File: src/tape_cmd_defines.svh
// constants for the tape command interface
`ifndef TAPE_CMD_DEFINES_SVH
`define TAPE_CMD_DEFINES_SVH
`define OP_RESET 8'h00
`define OP_INIT 8'h01
`define OP_WRITE_BLOCK 8'h02
`define OP_FILE_MARK 8'h03
`define OP_READ_BLOCK 8'h04
`define OP_SPACE_FILE 8'h05
`define OP_READ_STATUS 8'h06
`define OP_REWIND 8'h07
`define OP_RETENSION 8'h08
`define OP_ERASE 8'h09
`define OP_UNLOAD 8'h0C
`define OP_CONTINUE 8'h14
`define OP_WRITE_RAM 8'h15
`define OP_READ_RAM 8'h16
`define OP_VERIFY 8'h17
`define OP_START_XFER 8'h40
`define OP_END_XFER 8'h80
`define NPAR_ONE 3'h1
`define NPAR_THREE 3'h3
`define NPAR_FIVE 3'h5
`define SENSE_COUNT 3'h2
`define FIFO_DEPTH 8
`define FIFO_AW 3
`define BIT_OUT_FULL 0
`define BIT_IN_FULL 1
`define BIT_DRQ 2
`define BIT_ERR 3
`define BIT_BUSY 4
`define ERR_INVALID 8'h01
`endif

File: src/tape_cmd_pkg.sv
// shared types for the tape command interface
package tape_cmd_pkg;
	typedef enum logic [1:0] {
		KIND_SIMPLE,
		KIND_DATA,
		KIND_SPECIAL,
		KIND_BAD
	} cmd_kind_t;
	typedef struct packed {
		logic cs_base0;
		logic cs_base1;
		logic odd_addr;
		logic wr;
		logic rd;
		logic [7:0] wdata;
	} host_req_t;
	typedef struct packed {
		logic drive_type_b;
		logic dma_mode;
	} mode_t;
endpackage

File: src/tape_command_interface.sv
// host-facing command interpreter of the cartridge tape module
`timescale 1ns/1ps
`include "tape_cmd_defines.svh"
module tape_command_interface (
	// clock and reset
	input wire logic i_clock,
	input wire logic i_sys_rst,
	// operating mode straps
	input wire tape_cmd_pkg::mode_t i_mode,
	// host bus access
	input wire tape_cmd_pkg::host_req_t i_host,
	output logic [7:0] o_rdata,
	output logic o_end_of_function_interrupt,
	output logic o_dma_request,
	// drive side: execution handshake and data stream
	output logic o_func_start,
	output logic [7:0] o_func_code,
	input wire logic i_func_done,
	input wire logic [7:0] i_drive_status,
	input wire logic i_drive_data_valid,
	input wire logic [7:0] i_drive_data,
	output logic o_drive_data_ready,
	output logic o_drive_data_valid,
	output logic [7:0] o_drive_data,
	input wire logic i_drive_data_ready
);
	typedef enum logic [2:0] {
		ST_IDLE, ST_PARAM, ST_EXEC, ST_XFER, ST_SENSE
	} state_t;

	state_t state_r, state_nxt;
	logic [7:0] cmd_r;
	logic [2:0] par_left_r;
	logic [2:0] sense_left_r;
	logic [7:0] obuf_r;
	logic out_full_r;
	logic in_full_r;
	logic spec_pend_r;
	logic spec_start_r;
	logic err_r;
	logic xfer_on_r;
	logic is_write_r;
	logic [7:0] rdata_r;
	logic irq_r;
	logic drq_r;
	logic start_r;

	// decode of a command code for the strapped drive type
	function automatic tape_cmd_pkg::cmd_kind_t kind_of(input logic [7:0] c, input logic b);
		case (c)
			`OP_RESET, `OP_INIT, `OP_FILE_MARK, `OP_READ_STATUS:
				kind_of = tape_cmd_pkg::KIND_SIMPLE;
			`OP_WRITE_BLOCK, `OP_READ_BLOCK: kind_of = tape_cmd_pkg::KIND_DATA;
			`OP_SPACE_FILE, `OP_REWIND, `OP_RETENSION, `OP_ERASE:
				kind_of = b ? tape_cmd_pkg::KIND_BAD : tape_cmd_pkg::KIND_SIMPLE;
			`OP_UNLOAD, `OP_CONTINUE, `OP_VERIFY:
				kind_of = b ? tape_cmd_pkg::KIND_SIMPLE : tape_cmd_pkg::KIND_BAD;
			`OP_WRITE_RAM, `OP_READ_RAM:
				kind_of = b ? tape_cmd_pkg::KIND_DATA : tape_cmd_pkg::KIND_BAD;
			`OP_START_XFER, `OP_END_XFER: kind_of = tape_cmd_pkg::KIND_SPECIAL;
			default: kind_of = tape_cmd_pkg::KIND_BAD;
		endcase
	endfunction

	function automatic logic [2:0] npar_of(input logic [7:0] c, input logic b);
		case (c)
			`OP_WRITE_BLOCK, `OP_READ_BLOCK: npar_of = b ? `NPAR_THREE : `NPAR_ONE;
			`OP_WRITE_RAM, `OP_READ_RAM, `OP_VERIFY: npar_of = `NPAR_FIVE;
			default: npar_of = `NPAR_ONE;
		endcase
	endfunction

	// address decode: base 0 odd is command/status, even is parameter/drive status
	wire cmd_wr = i_host.cs_base0 && i_host.odd_addr && i_host.wr;
	wire par_wr = i_host.cs_base0 && !i_host.odd_addr && i_host.wr;
	wire ctl_rd = i_host.cs_base0 && i_host.odd_addr && i_host.rd;
	wire sns_rd = i_host.cs_base0 && !i_host.odd_addr && i_host.rd;
	wire dat_wr = i_host.cs_base1 && i_host.wr;
	wire dat_rd = i_host.cs_base1 && i_host.rd;

	wire tape_cmd_pkg::cmd_kind_t new_kind = kind_of(i_host.wdata, i_mode.drive_type_b);
	wire tape_cmd_pkg::cmd_kind_t cur_kind = kind_of(cmd_r, i_mode.drive_type_b);
	wire par_last = par_wr && (par_left_r == 3'h1);

	// write path fifo: host to drive
	logic wf_in_ready;
	logic wf_out_valid;
	logic [7:0] wf_out_data;
	tape_fifo #(.WIDTH(8), .DEPTH(`FIFO_DEPTH), .AW(`FIFO_AW)) u_wr_fifo (
		.i_clock(i_clock),
		.i_sys_rst(i_sys_rst),
		.i_in_valid(dat_wr && xfer_on_r && is_write_r),
		.i_in_data(i_host.wdata),
		.o_in_ready(wf_in_ready),
		.o_out_valid(wf_out_valid),
		.o_out_data(wf_out_data),
		.i_out_ready(i_drive_data_ready)
	);
	assign o_drive_data_valid = wf_out_valid;
	assign o_drive_data = wf_out_data;
	// read path: drive byte held until host takes it; drive stalls meanwhile
	logic rbuf_full_r;
	logic [7:0] rbuf_r;
	logic drdy_r;
	wire rbuf_load = i_drive_data_valid && drdy_r;
	assign o_drive_data_ready = drdy_r;

	// byte readiness: room to write or a byte to read
	wire byte_ready = xfer_on_r && (is_write_r ? wf_in_ready : rbuf_full_r);

	// command sequencer
	always_comb begin
		state_nxt = state_r;
		case (state_r)
			ST_IDLE: if (cmd_wr) state_nxt = ST_PARAM;
			ST_PARAM: if (par_last) state_nxt = (cur_kind == tape_cmd_pkg::KIND_DATA) ?
				ST_XFER : ST_EXEC;
			ST_EXEC: if (i_func_done || err_r) state_nxt = ST_SENSE;
			ST_XFER: if (i_func_done) state_nxt = ST_SENSE;
			ST_SENSE: if (sns_rd && out_full_r && sense_left_r == 3'h1) state_nxt = ST_IDLE;
			default: state_nxt = ST_IDLE;
		endcase
	end

	always_ff @(posedge i_clock) begin
		if (i_sys_rst) begin
			state_r <= ST_IDLE;
			cmd_r <= 8'h00;
			par_left_r <= 3'h0;
			err_r <= 1'b0;
			is_write_r <= 1'b0;
			start_r <= 1'b0;
		end else begin
			state_r <= state_nxt;
			start_r <= 1'b0;
			if (state_r == ST_IDLE && cmd_wr) begin
				cmd_r <= i_host.wdata;
				par_left_r <= npar_of(i_host.wdata, i_mode.drive_type_b);
				err_r <= (new_kind == tape_cmd_pkg::KIND_BAD) ||
					(new_kind == tape_cmd_pkg::KIND_SPECIAL);
				is_write_r <= (i_host.wdata == `OP_WRITE_BLOCK) ||
					(i_host.wdata == `OP_WRITE_RAM);
			end else if (state_r == ST_PARAM && par_wr) begin
				par_left_r <= par_left_r - 3'h1;
				if (par_last && !err_r)
					start_r <= 1'b1;
			end
		end
	end

	// special commands during a transfer: no status byte results
	// the code is held until its parameter lands, so no byte moves early
	always_ff @(posedge i_clock) begin
		if (i_sys_rst) begin
			xfer_on_r <= 1'b0;
			spec_pend_r <= 1'b0;
			spec_start_r <= 1'b0;
		end else if (state_r != ST_XFER) begin
			xfer_on_r <= 1'b0;
			spec_pend_r <= 1'b0;
		end else if (cmd_wr) begin
			spec_pend_r <= 1'b1;
			spec_start_r <= (i_host.wdata == `OP_START_XFER);
		end else if (par_wr && spec_pend_r) begin
			spec_pend_r <= 1'b0;
			xfer_on_r <= spec_start_r;
		end
	end

	// read buffer from drive
	always_ff @(posedge i_clock) begin
		if (i_sys_rst) begin
			rbuf_full_r <= 1'b0;
			rbuf_r <= 8'h00;
			drdy_r <= 1'b0;
		end else begin
			// ready is registered, so it drops in the cycle a byte lands
			drdy_r <= xfer_on_r && !is_write_r && !rbuf_full_r && !rbuf_load;
			if (rbuf_load) begin
				rbuf_full_r <= 1'b1;
				rbuf_r <= i_drive_data;
			end else if (dat_rd) begin
				rbuf_full_r <= 1'b0;
			end
		end
	end

	// status bytes: byte 0 announces the count, then drive status, or ERR_INVALID for a rejected code
	always_ff @(posedge i_clock) begin
		if (i_sys_rst) begin
			out_full_r <= 1'b0;
			obuf_r <= 8'h00;
			sense_left_r <= 3'h0;
			irq_r <= 1'b0;
		end else begin
			irq_r <= 1'b0;
			if (state_r != ST_SENSE && state_nxt == ST_SENSE) begin
				out_full_r <= 1'b1;
				irq_r <= 1'b1;
				obuf_r <= {5'h00, `SENSE_COUNT};
				sense_left_r <= `SENSE_COUNT;
			end else if (state_r == ST_SENSE && sns_rd && out_full_r) begin
				sense_left_r <= sense_left_r - 3'h1;
				obuf_r <= err_r ? `ERR_INVALID : i_drive_status;
				out_full_r <= (sense_left_r != 3'h1);
			end
		end
	end

	// input buffer full: one cycle busy after each command or parameter byte
	always_ff @(posedge i_clock) begin
		if (i_sys_rst)
			in_full_r <= 1'b0;
		else
			in_full_r <= cmd_wr || par_wr;
	end

	// host read mux and dma request
	wire [7:0] ctl_status = {3'h0, state_r != ST_IDLE, err_r, byte_ready,
		in_full_r, out_full_r};
	wire [7:0] rd_mux = ctl_rd ? ctl_status : sns_rd ? obuf_r : dat_rd ? rbuf_r : 8'h00;
	always_ff @(posedge i_clock) begin
		if (i_sys_rst) begin
			rdata_r <= 8'h00;
			drq_r <= 1'b0;
		end else begin
			rdata_r <= rd_mux;
			// dropped on the cycle a byte moves, so one request moves one byte
			drq_r <= i_mode.dma_mode && byte_ready && !(dat_wr || dat_rd);
		end
	end

	assign o_rdata = rdata_r;
	assign o_end_of_function_interrupt = irq_r;
	assign o_dma_request = drq_r;
	assign o_func_start = start_r;
	assign o_func_code = cmd_r;
endmodule

File: src/tape_fifo.sv
// parameterised flop fifo with valid and ready on both sides
`timescale 1ns/1ps
`include "tape_cmd_defines.svh"
module tape_fifo #(
	parameter int WIDTH = 8,
	parameter int DEPTH = `FIFO_DEPTH,
	parameter int AW = `FIFO_AW
) (
	// clock and reset
	input wire logic i_clock,
	input wire logic i_sys_rst,
	// fill side
	input wire logic i_in_valid,
	input wire logic [WIDTH-1:0] i_in_data,
	output logic o_in_ready,
	// drain side
	output logic o_out_valid,
	output logic [WIDTH-1:0] o_out_data,
	input wire logic i_out_ready
);
	logic [WIDTH-1:0] mem_r [DEPTH];
	logic [AW-1:0] wp_r;
	logic [AW-1:0] rp_r;
	logic [AW:0] cnt_r;
	logic room_r;
	logic avail_r;
	wire push = i_in_valid && room_r;
	wire pop = avail_r && i_out_ready;
	// flags kept in flops so both handshake outputs leave the block registered
	wire [AW:0] cnt_nxt = cnt_r + (AW+1)'(push) - (AW+1)'(pop);
	assign o_in_ready = room_r;
	assign o_out_valid = avail_r;
	assign o_out_data = mem_r[rp_r];
	always_ff @(posedge i_clock) begin
		if (i_sys_rst) begin
			wp_r <= '0;
			rp_r <= '0;
			cnt_r <= '0;
			room_r <= 1'b1;
			avail_r <= 1'b0;
		end else begin
			if (push) begin
				mem_r[wp_r] <= i_in_data;
				wp_r <= wp_r + 1'b1;
			end
			if (pop)
				rp_r <= rp_r + 1'b1;
			cnt_r <= cnt_nxt;
			room_r <= (cnt_nxt != (AW+1)'(DEPTH));
			avail_r <= (cnt_nxt != '0);
		end
	end
endmodule

File: config.mk
export PLATFORM = sky130hd
export DESIGN_NAME = tape_command_interface
export DESIGN_NICKNAME = d
export VERILOG_FILES = /design/src/tape_cmd_pkg.sv /design/src/tape_command_interface.sv /design/src/tape_fifo.sv
export VERILOG_INCLUDE_DIRS = /design/src
export SDC_FILE = /design/constraint.sdc
export NUM_CORES = 1
export LEC_CHECK = 0
export BUFFER_PORTS_ARGS = -buffer_cell sky130_fd_sc_hd__buf_4
export CORE_ASPECT_RATIO = 0.75
export CORE_UTILIZATION = 45
export DETAILED_ROUTE_END_ITERATION = 6
export PLACE_DENSITY_LB_ADDON = 0.12
export SETUP_SLACK_MARGIN = 0.3
export SLEW_MARGIN = 20
export SYNTH_ARGS = -nofsm -noshare
export SYNTH_HDL_FRONTEND = slang
export SYNTH_SLANG_ARGS = --single-unit
File: constraint.sdc
create_clock -name i_clock -period 4.49 [get_ports i_clock]
set_input_delay 0.449 -clock i_clock [delete_from_list [all_inputs] [get_ports i_clock]]
set_output_delay 0.449 -clock i_clock [all_outputs]
set_load 0.005 [all_outputs]
Yosys cells after proc, flatten, opt, wreduce, memory -nomap -nowiden:

Memories as Yosys holds them, arrays and structs flattened. A register that Yosys moved wholly into a read port is not among the register bits.
Cells that the tools add are included.

* multiplexer cells: 38
* equal/unequal tests: 46
* bitwise logic cells: 3
* reductions and logical operators: 68
* add/subtract/negate cells: 6

Operator list (count)
* == test 8 x 3 -> 1 bit, second input constant: 8
* == test 8 x 5 -> 1 bit, second input constant: 8
* == test 8 x 4 -> 1 bit, second input constant: 6
* == test 8 x 2 -> 1 bit, second input constant: 4
* logical AND 1 bit: 29
* two-way mux 3 bit: 9
* two-way mux 8 bit: 3
* one-hot mux 2 bit (6 select lines): 2
* OR reduction 2 bit: 9
* == test 8 x 1 -> 1 bit, second input constant: 2
* == test 8 x 7 -> 1 bit, second input constant: 2
* == test 8 bit, second input constant: 2
* zero test 8 bit: 2
* two-way mux 2 bit: 8
* OR reduction 4 bit: 4
* one-hot mux 3 bit (5 select lines): 1
* two-way mux 1 bit: 13
* OR reduction 3 bit: 4
* == test 3 x 1 -> 1 bit, second input constant: 3
* nonzero test 2 bit: 4
* adder 3 x 1 -> 3 bit, second input constant: 2
* == test 3 x 2 -> 1 bit, second input constant: 2
* == test 3 bit, second input constant: 2
* zero test 1 bit: 6
* 17 further kinds: 26

* flip-flop bits (word level): 65
* memories kept: 1
* RAM bits: 64
* logic and storage cells: 189
* input port bits: 36

Memories
* u_wr_fifo.mem_r: depth 8, width 8, read ports 1, clocked after memory_dff 1, wr ports 1, line tape_fifo.sv:21 `logic [WIDTH-1:0] mem_r [DEPTH];`

Longest topological paths before layout:

Gate-level depths: netlist of run 1.

* depth after elaboration: 10
* depth in mapped cells: 10

Hierarchy:

Synthesis of run 1 repeated with hierarchy kept, for this count alone.

* cell total of the unflattened synthesis: 455
* area, all modules: 5550.3 µm²

By module, submodules not included
* tape_fifo: sequential area each 2222.1 µm², times used 1, area each 3150.5 µm², cells each 170
* tape_command_interface: sequential area each 1061.0 µm², times used 1, area each 2399.8 µm², cells each 285

Worst setup path before layout of run 1:

No wires, ideal clock.

* path type: in2reg
* from: input port i_host[11] in the netlist's numbering
* to: memory u_wr_fifo.mem_r[2][0] (enable)
* required time: 4.095 ns
* slack: 2.245 ns
* arrival time: 1.850 ns
* stages on the path: 5
* buffers on the path: 0
* path through: and3_1 -> nand3_1 -> inv_1 -> nand2_1 -> nor4_1

* word-level cells in the longest chain between the ends: 7

Ends and longest elaborated chain
* start, declared: line tape_command_interface.sv:11 `input wire tape_cmd_pkg::host_req_t i_host,`
* logical AND 1 bit: line tape_command_interface.sv:78 `wire dat_wr = i_host.cs_base1 && i_host.wr;`
* logical AND 1 bit (2 in series): line tape_command_interface.sv:92 `.i_in_valid(dat_wr && xfer_on_r && is_write_r),`
* logical AND 1 bit: line tape_fifo.sv:27 `wire push = i_in_valid && room_r;`
* via u_wr_fifo.push: line tape_fifo.sv:27
* two-way mux 1 bit: line tape_fifo.sv:42 `if (push) begin`
* two-way mux 1 bit: line tape_fifo.sv:35 `if (i_sys_rst) begin`
* two-way mux 1 bit (not written as such): line tape_fifo.sv:43 `mem_r[wp_r] <= i_in_data;`
* end, declared: line tape_fifo.sv:21

The timed path passes the listed nets, and every way through them passes these cells.

==> impl_results.md, run 1 <==
* Status: completed
* Clk_skew at 0.00883 ns
* Port bufs at 64
* # Max-Cap Violations at 0
* CTS buffer count at 17
* Fmax at 346 MHz
* Min-Delay Path Class: in -> reg
* Gate count of the mapped netlist at 450
* Setup violators final at 0
* Drt first pass iters at 6
* Cells on worst reg2reg path at 9
* Routed length per instance at 17.3 um
* Pleak at 2.43 nW
* Dpl hpwl at 7970 um
* Vias at 3700
* TritonCTS clock tree: yes
* Tcrit/Tclk final at 64.3%
* Final Max Slew Viols at 0
* Async S/R FF share, synth at 0%
* Critical path arrival at 2.44 ns
* Die width at 130 um
* First-pass GRT wire length at 19500 um
* Layout cells sized above 1 at 23.6%
* Iter 0 DRT Violations at 224
* Initial antenna violation count at 0
* Residual DRC at 0
* Post-place setup slack at 1.98 ns
* Initial core utilization at 46.8%
* Seq/Total Area, Yosys at 59.8%
* Die Y at 97.7 um
* Slew headroom at 35.3%
* Vias in the first global route at 3696
* Fin nets at 564
* H-tree level count at 4
* Gr ovfl total at 0
* TNS Setup at 0 ns
* Yosys warns at 0
* Minimum clock period at 2.89 ns
* Worst Path Max Fanout at 16
* Clock sinks at 132
* Post-Syn Area per Cell at 12.2 um2
* Worst-path cell chain: mux4_1, mux2_2, buf_4
* CP endpoint kind: primary output
* Antenna-violating nets left at 0
* Maximum VDD drop at 0.273 mV
* Hold-critical path depth at 3
* Core area at 11700 um2
* Worst-margin pin slew at 0.969 ns
* Power Total at 0.00311 W
* Pin count of the biggest net entering global routing at 54
* Area Overhead vs Synth at 21.9%
* Slowest stage delay, CP at 0.95 ns
* Vias/cell at 5.35
* RSZ-0062 raised after global routing: no
* Clock Root Buffer: clkbuf_16
* Final-report hold violation count at 0
* EDFF count, synth at 64
* WS Path Type: reg -> out
* # rows at 34
* CP required at 4.04 ns
* Number of diodes at 0
* Post-route setup slack at 1.60 ns
* Post-synth net total at 497
* Clk_lat worst skew at 0.41 ns
* Synth unique cells at 55
* Detailed Route WL at 12000 um
* DIE AREA at 12700 um2
* Pwr dens at 464 nW/um2
* Post-cts gate resize count at 0
* Routability Congestion at 0.781
* CP max-delay cell: dfxtp_1
* Synthesized area at 5490 um2
* FILL cells at 995
* Clock slew at reported path FFs at 0.06 ns
* Clk buf depth at 2
* GR Util All Layers at 20.8%
* I/O pins at 65
* Crit start category: register
* CTS Hold Bufs at 0
* FF+latch count, synth at 132
* Main synth FF type: dfxtp_1
* Setup bufs post-CTS at 0
## routing by layer
layer	wire length (um)	track usage, %	up-vias
li1	-	-	1786
met1	5930	29.8	1810
met2	5310	29.8	96
met3	655	6.99	8
met4	72	6.08	0
met5	0	0	-
## path summary, 6_finish.rpt
check                                      to                    start  slack (ns)
max                           o_drive_data[6]                 register        1.60
min                    rbuf_r[0]$_SDFFE_PP0P_          i_drive_data[0]        0.28
max reg2reg  u_wr_fifo.o_out_valid$_SDFF_PP0_  is_write_r$_SDFFE_PP0P_        2.22
min reg2reg            obuf_r[4]$_SDFFE_PP0P_   obuf_r[4]$_SDFFE_PP0P_        0.45
## flip-flops by register name, indices dropped and copies added (netlist names), 3 cells and up, named ones only
signal	flops
sense_left_r	3
obuf_r	8
u_wr_fifo.mem_r	64
o_rdata	8
u_wr_fifo.cnt_r	4
o_func_code	8
state_r	3
par_left_r	3
rbuf_r	8
u_wr_fifo.wp_r	3
u_wr_fifo.rp_r	3
## cell families (layout without fill, tap and decap cells)
group | after synthesis | in the layout | share of synthesized area [%]
simple gates | 163 | 163 | 14.9
compound gates | 71 | 71 | 8.27
xor+xnor | 11 | 11 | 1.75
mux | 27 | 27 | 9.43
buf+inv | 35 | 115 | 3.19
fa+ha+maj | 11 | 11 | 2.64
flops | 132 | 132 | 59.8
## area by class of cell
class                   count  area (um2)  area share, %
flip-flops and latches    132        3280           49.0
multi-input cells         283        2040           30.4
repair buffers             68         510           7.62
clock buffers              22         487           7.27
well taps                 162         203           3.03
clock inverters            10         118           1.76
inverters                  15        56.3          0.841
## power by group
group	internal, W	total (W)	switching, W
clock	0.000886	0.00141	0.000523
sequential	0.00130	0.00136	0.0000574
combinational	0.000195	0.000340	0.000145
total	0.00238	0.00311	0.000725
## layout by cell type, fill, tap and decap left out, types with 3 or more instances in the layout
master,count
edfxtp_1,64
nand3_1,10
mux4_1,10
a22oi_1,8
mux2i_1,3
nand2b_1,4
inv_1,15
mux2_2,8
dfxtp_1,68
mux4_2,6
nor2b_1,6
clkbuf_16,18
and3_1,4
nand4_1,3
nor3_1,8
nor2_1,33
nor4_1,6
xor2_1,6
ha_1,10
buf_4,68
xnor2_1,5
nand2_1,61
a211oi_1,9
a21oi_1,32
nand3b_1,9
o21ai_0,7
## synthesized netlist by cell type (all sizes together), types with 4 or more instances
master | n | area [um2]
mux2 | 8 | 90.1
nor4 | 6 | 37.5
buf | 11 | 85.1
dfxtp | 68 | 1360
clkbuf | 9 | 33.8
a211oi | 11 | 92.6
xor2 | 6 | 52.6
o21ai | 8 | 40.0
edfxtp | 64 | 1920
a22oi | 8 | 60.1
xnor2 | 5 | 43.8
mux4 | 16 | 398
nand3 | 11 | 60.1
nand3b | 9 | 67.6
ha | 10 | 125
nand2 | 61 | 229
and3 | 4 | 25.0
nand2b | 4 | 25.0
a21oi | 32 | 160
inv | 15 | 56.3
nor2b | 6 | 37.5
nor2 | 34 | 130
nor3 | 9 | 45.0
## per-stage QoR
stage | hold WS (ns) | instance area (um2) | cells | util (%)
after floorplan | 0.432 | 5490 | 450 | -
after global placement | 0.441 | 6090 | 660 | 51.9
after detailed placement | 0.448 | 6090 | 660 | 51.9
after CTS | 0.265 | 6700 | 692 | 57.0
after global routing | 0.262 | 6700 | 692 | 57.0
final | 0.275 | 6700 | 692 | 57.0
## critical path, delay by kind of cell, from the launching register on
family	cells	cell delay, ns
multiplexers	2	0.93
buffers and inverters	1	0.13
flip-flops	1	0.95
Power figures use the tool's default switching activity.
==> run 2: changes to the inputs <==
==> constraint.sdc (replaced) <==
create_clock -name i_clock -period 2.35 [get_ports i_clock]
set_input_delay 0.235 -clock i_clock [delete_from_list [all_inputs] [get_ports i_clock]]
set_output_delay 0.235 -clock i_clock [all_outputs]
set_load 0.005 [all_outputs]
==> impl_results.md, run 2 (synthesis results as in run 1) <==
* Residual DRC at 0
* Power Total at 0.00618 W
* First-pass GRT wire length at 19500 um
* Antenna-violating nets left at 0
* Tcrit/Tclk final at 90.2%
* Core area at 11700 um2
* Number of diodes at 0
* Routed length per instance at 17.1 um
* Fin nets at 577
* DIE AREA at 12700 um2
* Vias/cell at 5.27
* Minimum clock period at 2.12 ns
* Worst-margin pin slew at 0.729 ns
* RSZ-0062 raised after global routing: yes
* Grt peak-use layer: met1
* Initial antenna violation count at 0
* Pleak at 2.50 nW
* Critical path arrival at 1.89 ns
* Port bufs at 64
* Initial core utilization at 46.8%
* H-tree level count at 4
* Vias in the first global route at 3650
* TNS Setup at 0 ns
* CTS Hold Bufs at 0
* WS Path Type: reg -> out
* Finished Cell Area at 6900 um2
* Die Y at 97.7 um
* Slew headroom at 51.0%
* FILL cells at 1000
* Detailed Route WL at 12000 um
* CTS buffer count at 17
* Hold_ws at 0.0655 ns
* Status: completed
* Layout cells sized above 1 at 29.8%
* Clk_lat worst skew at 0.41 ns
* Clock sinks at 132
* Setup violators final at 0
* Die width at 130 um
* Fmax at 472 MHz
* # rows at 34
* Pin count of the biggest net entering global routing at 46
* Clk_skew at 0.00692 ns
* CP required at 2.12 ns
* Clk buf depth at 2
* Top reg by flops: u_wr_fifo.mem_r
* Drt first pass iters at 4
* Dpl hpwl at 7740 um
* Area Overhead vs Synth at 25.7%
* Hold path startpoint: i_sys_rst
* Met2 Use GR at 29.0%
* Vias at 3713
* Largest register FFs at 64
* Commonest non-fill, non-tap cells in the layout: 72 x buf_4, 64 x dfxtp_1, 64 x edfxtp_1, 60 x nand2_1
* GR Util All Layers at 20.8%
* CP endpoint kind: primary output
* Clock Root Buffer: clkbuf_16
* Crit start category: register
* Min-Delay Path Class: in -> reg
* Routability Congestion at 0.766
* Most common cell after layout, fill and taps aside: buf_4
* # Max-Cap Violations at 0
* TritonCTS clock tree: yes
* Met1 global-route usage at 30.8%
* Final-report hold violation count at 0
* Maximum VDD drop at 0.611 mV
* Met3 GRT Util at 6.17%
* Reg2Reg Launch Point: u_wr_fifo.o_out_valid$_SDFF_PP0_
* Pwr dens at 896 nW/um2
* Reg2Reg Setup Slack at 0.40 ns
* Worst Path Max Fanout at 8
* Gr ovfl total at 0
* Post-DP Area at 6170 um2
* I/O pins at 65
* Clock slew at reported path FFs at 0.06 ns
* Iter 0 DRT Violations at 253
* Final Max Slew Viols at 0
## run 2: area by class of cell
class                   count  area, um2  share of cell area (%)
clock buffers              18        429                    6.22
clock inverters            14        176                    2.56
inverters                  15       56.3                   0.816
multi-input cells         283       2080                    30.1
flip-flops and latches    132       3290                    47.7
well taps                 162        203                    2.94
repair buffers             81        667                    9.66
## run 2: critical path, cell delays in order, from the launching register on
cell,delay [ns]
dfxtp_4,0.40
buf_16,0.15
mux4_2,0.52
mux2_4,0.29
buf_6,0.12
## run 2: final timing paths
check	end	depth (start not counted)
worst min-delay path	u_wr_fifo.cnt_r[1]$_SDFF_PP0_	2
worst max-delay path	o_drive_data[1]	4
worst min register to register	rbuf_r[5]$_SDFFE_PP0P_	2
worst max register to register	u_wr_fifo.o_out_valid$_SDFF_PP0_	9
## run 2: per-stage QoR
step           instances  setup slack, ns  util, %
4_1_cts              702            0.212     58.2
3_3_place_gp         669            0.280     52.5
6_report             705            0.230     58.8
5_1_grt              705            0.177     58.8
3_5_place_dp         669            0.206     52.5
2_1_floorplan        450            0.334        -
## run 2: repair_timing
item | in CTS | in global routing
cloned | 1 | 0
gates resized for setup | 32 | 13
pin swaps | 1 | 4
setup endpoints to repair | 10 | 18
setup buffers | 0 | 3
## run 2: layer usage
layer  share of wire [%]  vias up
met3                 4.9        9
met4                0.94        0
met1                  50     1818
met5                   0        -
li1                    -     1807
met2                  44       79
## run 2: power breakdown
group	leakage [nW]	total (W)	internal [W]	switching (W)
Clock	0.287	0.00269	0.00168	0.00101
Sequential	1.13	0.00256	0.00249	0.0000705
Combinational	1.09	0.000936	0.000534	0.000402
==> run 3: changes to the inputs <==
==> constraint.sdc (replaced) <==
create_clock -name i_clock -period 2.35 [get_ports i_clock]
set_input_delay 0.235 -clock i_clock [delete_from_list [all_inputs] [get_ports i_clock]]
set_output_delay 0.235 -clock i_clock [all_outputs]
set_load 0.02 [all_outputs]
==> impl_results.md, run 3 (synthesis results as in run 1) <==
* Most common cell after layout, fill and taps aside: buf_4
* Number of diodes at 0
* Pwr dens at 893 nW/um2
* TritonCTS clock tree: yes
* Finished Cell Area at 6890 um2
* First-pass GRT wire length at 19000 um
* Worst Path Max Fanout at 8
* CP max-delay cell: mux4_2
* Hold path startpoint: i_drive_data[7]
* Drt first pass iters at 4
* Clk_lat worst skew at 0.41 ns
* Routed length per instance at 16.6 um
* I/O pins at 65
* Top reg by flops: u_wr_fifo.mem_r
* Iter 0 DRT Violations at 212
* Die width at 130 um
* RSZ-0062 raised after global routing: yes
* Crit start category: register
* TNS Setup at 0 ns
* Switch share at 24.3%
* Critical path arrival at 1.90 ns
* Gr ovfl total at 0
* Setup violators final at 0
* Slew headroom at 47.4%
* Placed insts at 670
* CTS buffer count at 17
* Port bufs at 64
* CP endpoint kind: primary output
* CP required at 2.12 ns
* Vias at 3657
* H-tree level count at 4
* Clk buf depth at 2
* Clock Root Buffer: clkbuf_16
* Fin nets at 577
* Layout cells sized above 1 at 30.0%
* # Max-Cap Violations at 0
* Commonest non-fill, non-tap cells in the layout: 71 x buf_4, 64 x dfxtp_1, 64 x edfxtp_1, 60 x nand2_1, 33 x nor2_1
* Clock group share of total power at 43.2%
* Dpl hpwl at 7750 um
* Layout Cells excl Fill at 705
* Largest register FFs at 64
* # rows at 34
* Die Y at 97.7 um
* WS Path Type: reg -> out
* Pleak at 2.50 nW
* Maximum VDD drop at 0.668 mV
* Clock sinks at 132
* GR Util All Layers at 20.2%
* Clock slew at reported path FFs at 0.06 ns
* Minimum clock period at 2.13 ns
* Seq pwr share at 41.5%
* Residual DRC at 0
* Detailed Route WL at 11700 um
* FILL cells at 993
* Slowest stage delay, CP at 0.52 ns
* Antenna-violating nets left at 0
* DIE AREA at 12700 um2
* Final-report hold violation count at 0
* Vias in the first global route at 3711
* Worst-margin pin slew at 0.786 ns
* Area Overhead vs Synth at 25.4%
* Internal power at 0.00465 W
* NetSw at 0.00149 W
* CTS Hold Bufs at 0
* Clk_skew at 0.00859 ns
* Min-Delay Path Class: in -> reg
* Pin count of the biggest net entering global routing at 36
* Comb pwr share at 15.3%
* Status: completed
* Tcrit/Tclk final at 90.8%
* Reg2Reg Launch Point: is_write_r$_SDFFE_PP0P_
* Initial core utilization at 46.8%
* Initial antenna violation count at 0
* Fmax at 469 MHz
* Routability Congestion at 0.755
* Core area at 11700 um2
* Post-DP Area at 6170 um2
* Worst-path cell chain: buf_16, mux4_2, mux2_4, buf_6
* Vias/cell at 5.19
* Final Max Slew Viols at 0
run 3: power by group through the flow:
stage / clock (W) / sequential, W / combinational (W)
after detailed placement: 0 / 0.00258 / 0.000782
after global routing: 0.00281 / 0.00256 / 0.00103
after global placement: 0 / 0.00258 / 0.000774
after floorplan: 0 / 0.00259 / 0.000553
final: 0.00265 / 0.00255 / 0.000940
after CTS: 0.00271 / 0.00255 / 0.000899
run 3: routing by layer:
metal,wire (um),GRT usage (%),vias up
met5,0,0,-
met4,34,4.47,0
met3,783,6.61,2
met2,5180,29.8,93
met1,5680,28.8,1753
li1,-,-,1809
run 3: worst paths after layout:
| path | depth (start not counted) | endpoint | slack, ns |
|---|---|---|---|
| hold reg to reg | 2 | rbuf_r[1]$_SDFFE_PP0P_ | 0.45 |
| setup reg to reg | 9 | u_wr_fifo.o_out_valid$_SDFF_PP0_ | 0.44 |
| hold / removal | 3 | rbuf_r[7]$_SDFFE_PP0P_ | 0.07 |
| setup / recovery | 4 | o_drive_data[2] | 0.22 |
run 3: final cells by class:
type	instances	area, um2	share of cell area (%)
Clock inverter	11	110	1.60
Multi-Input combinational cell	283	2050	29.8
Sequential cell	132	3290	47.8
Inverter	15	56.3	0.818
Tap cell	162	203	2.94
Clock buffer	21	503	7.31
Timing Repair Buffer	81	671	9.74
run 3: metrics by stage:
step / total power, W / util [%] / setup slack (ns) / hold WS (ns)
floorplan: 0.00314 / - / 0.332 / 0.334
global placement: 0.00336 / 52.6 / 0.277 / 0.446
detailed placement: 0.00337 / 52.6 / 0.274 / 0.448
CTS: 0.00616 / 58.3 / 0.194 / 0.0515
global route: 0.00640 / 58.6 / 0.162 / 0.0512
finish: 0.00615 / 58.6 / 0.217 / 0.0720
run 3: what timing repair did:
item / CTS / global route
hold endpoints to repair: 0 / 0
buffers inserted: 0 / 2
pin swaps: 0 / 4
gates resized for setup: 28 / 10
gates cloned: 1 / 0
endpoints found under the setup margin: 10 / 19
run 3: critical path, delay by kind of cell, from the launching register on:
| family | cells | cell delay [ns] |
|---|---|---|
| buffers and inverters | 2 | 0.28 |
| DFF | 1 | 0.39 |
| muxes | 2 | 0.80 |
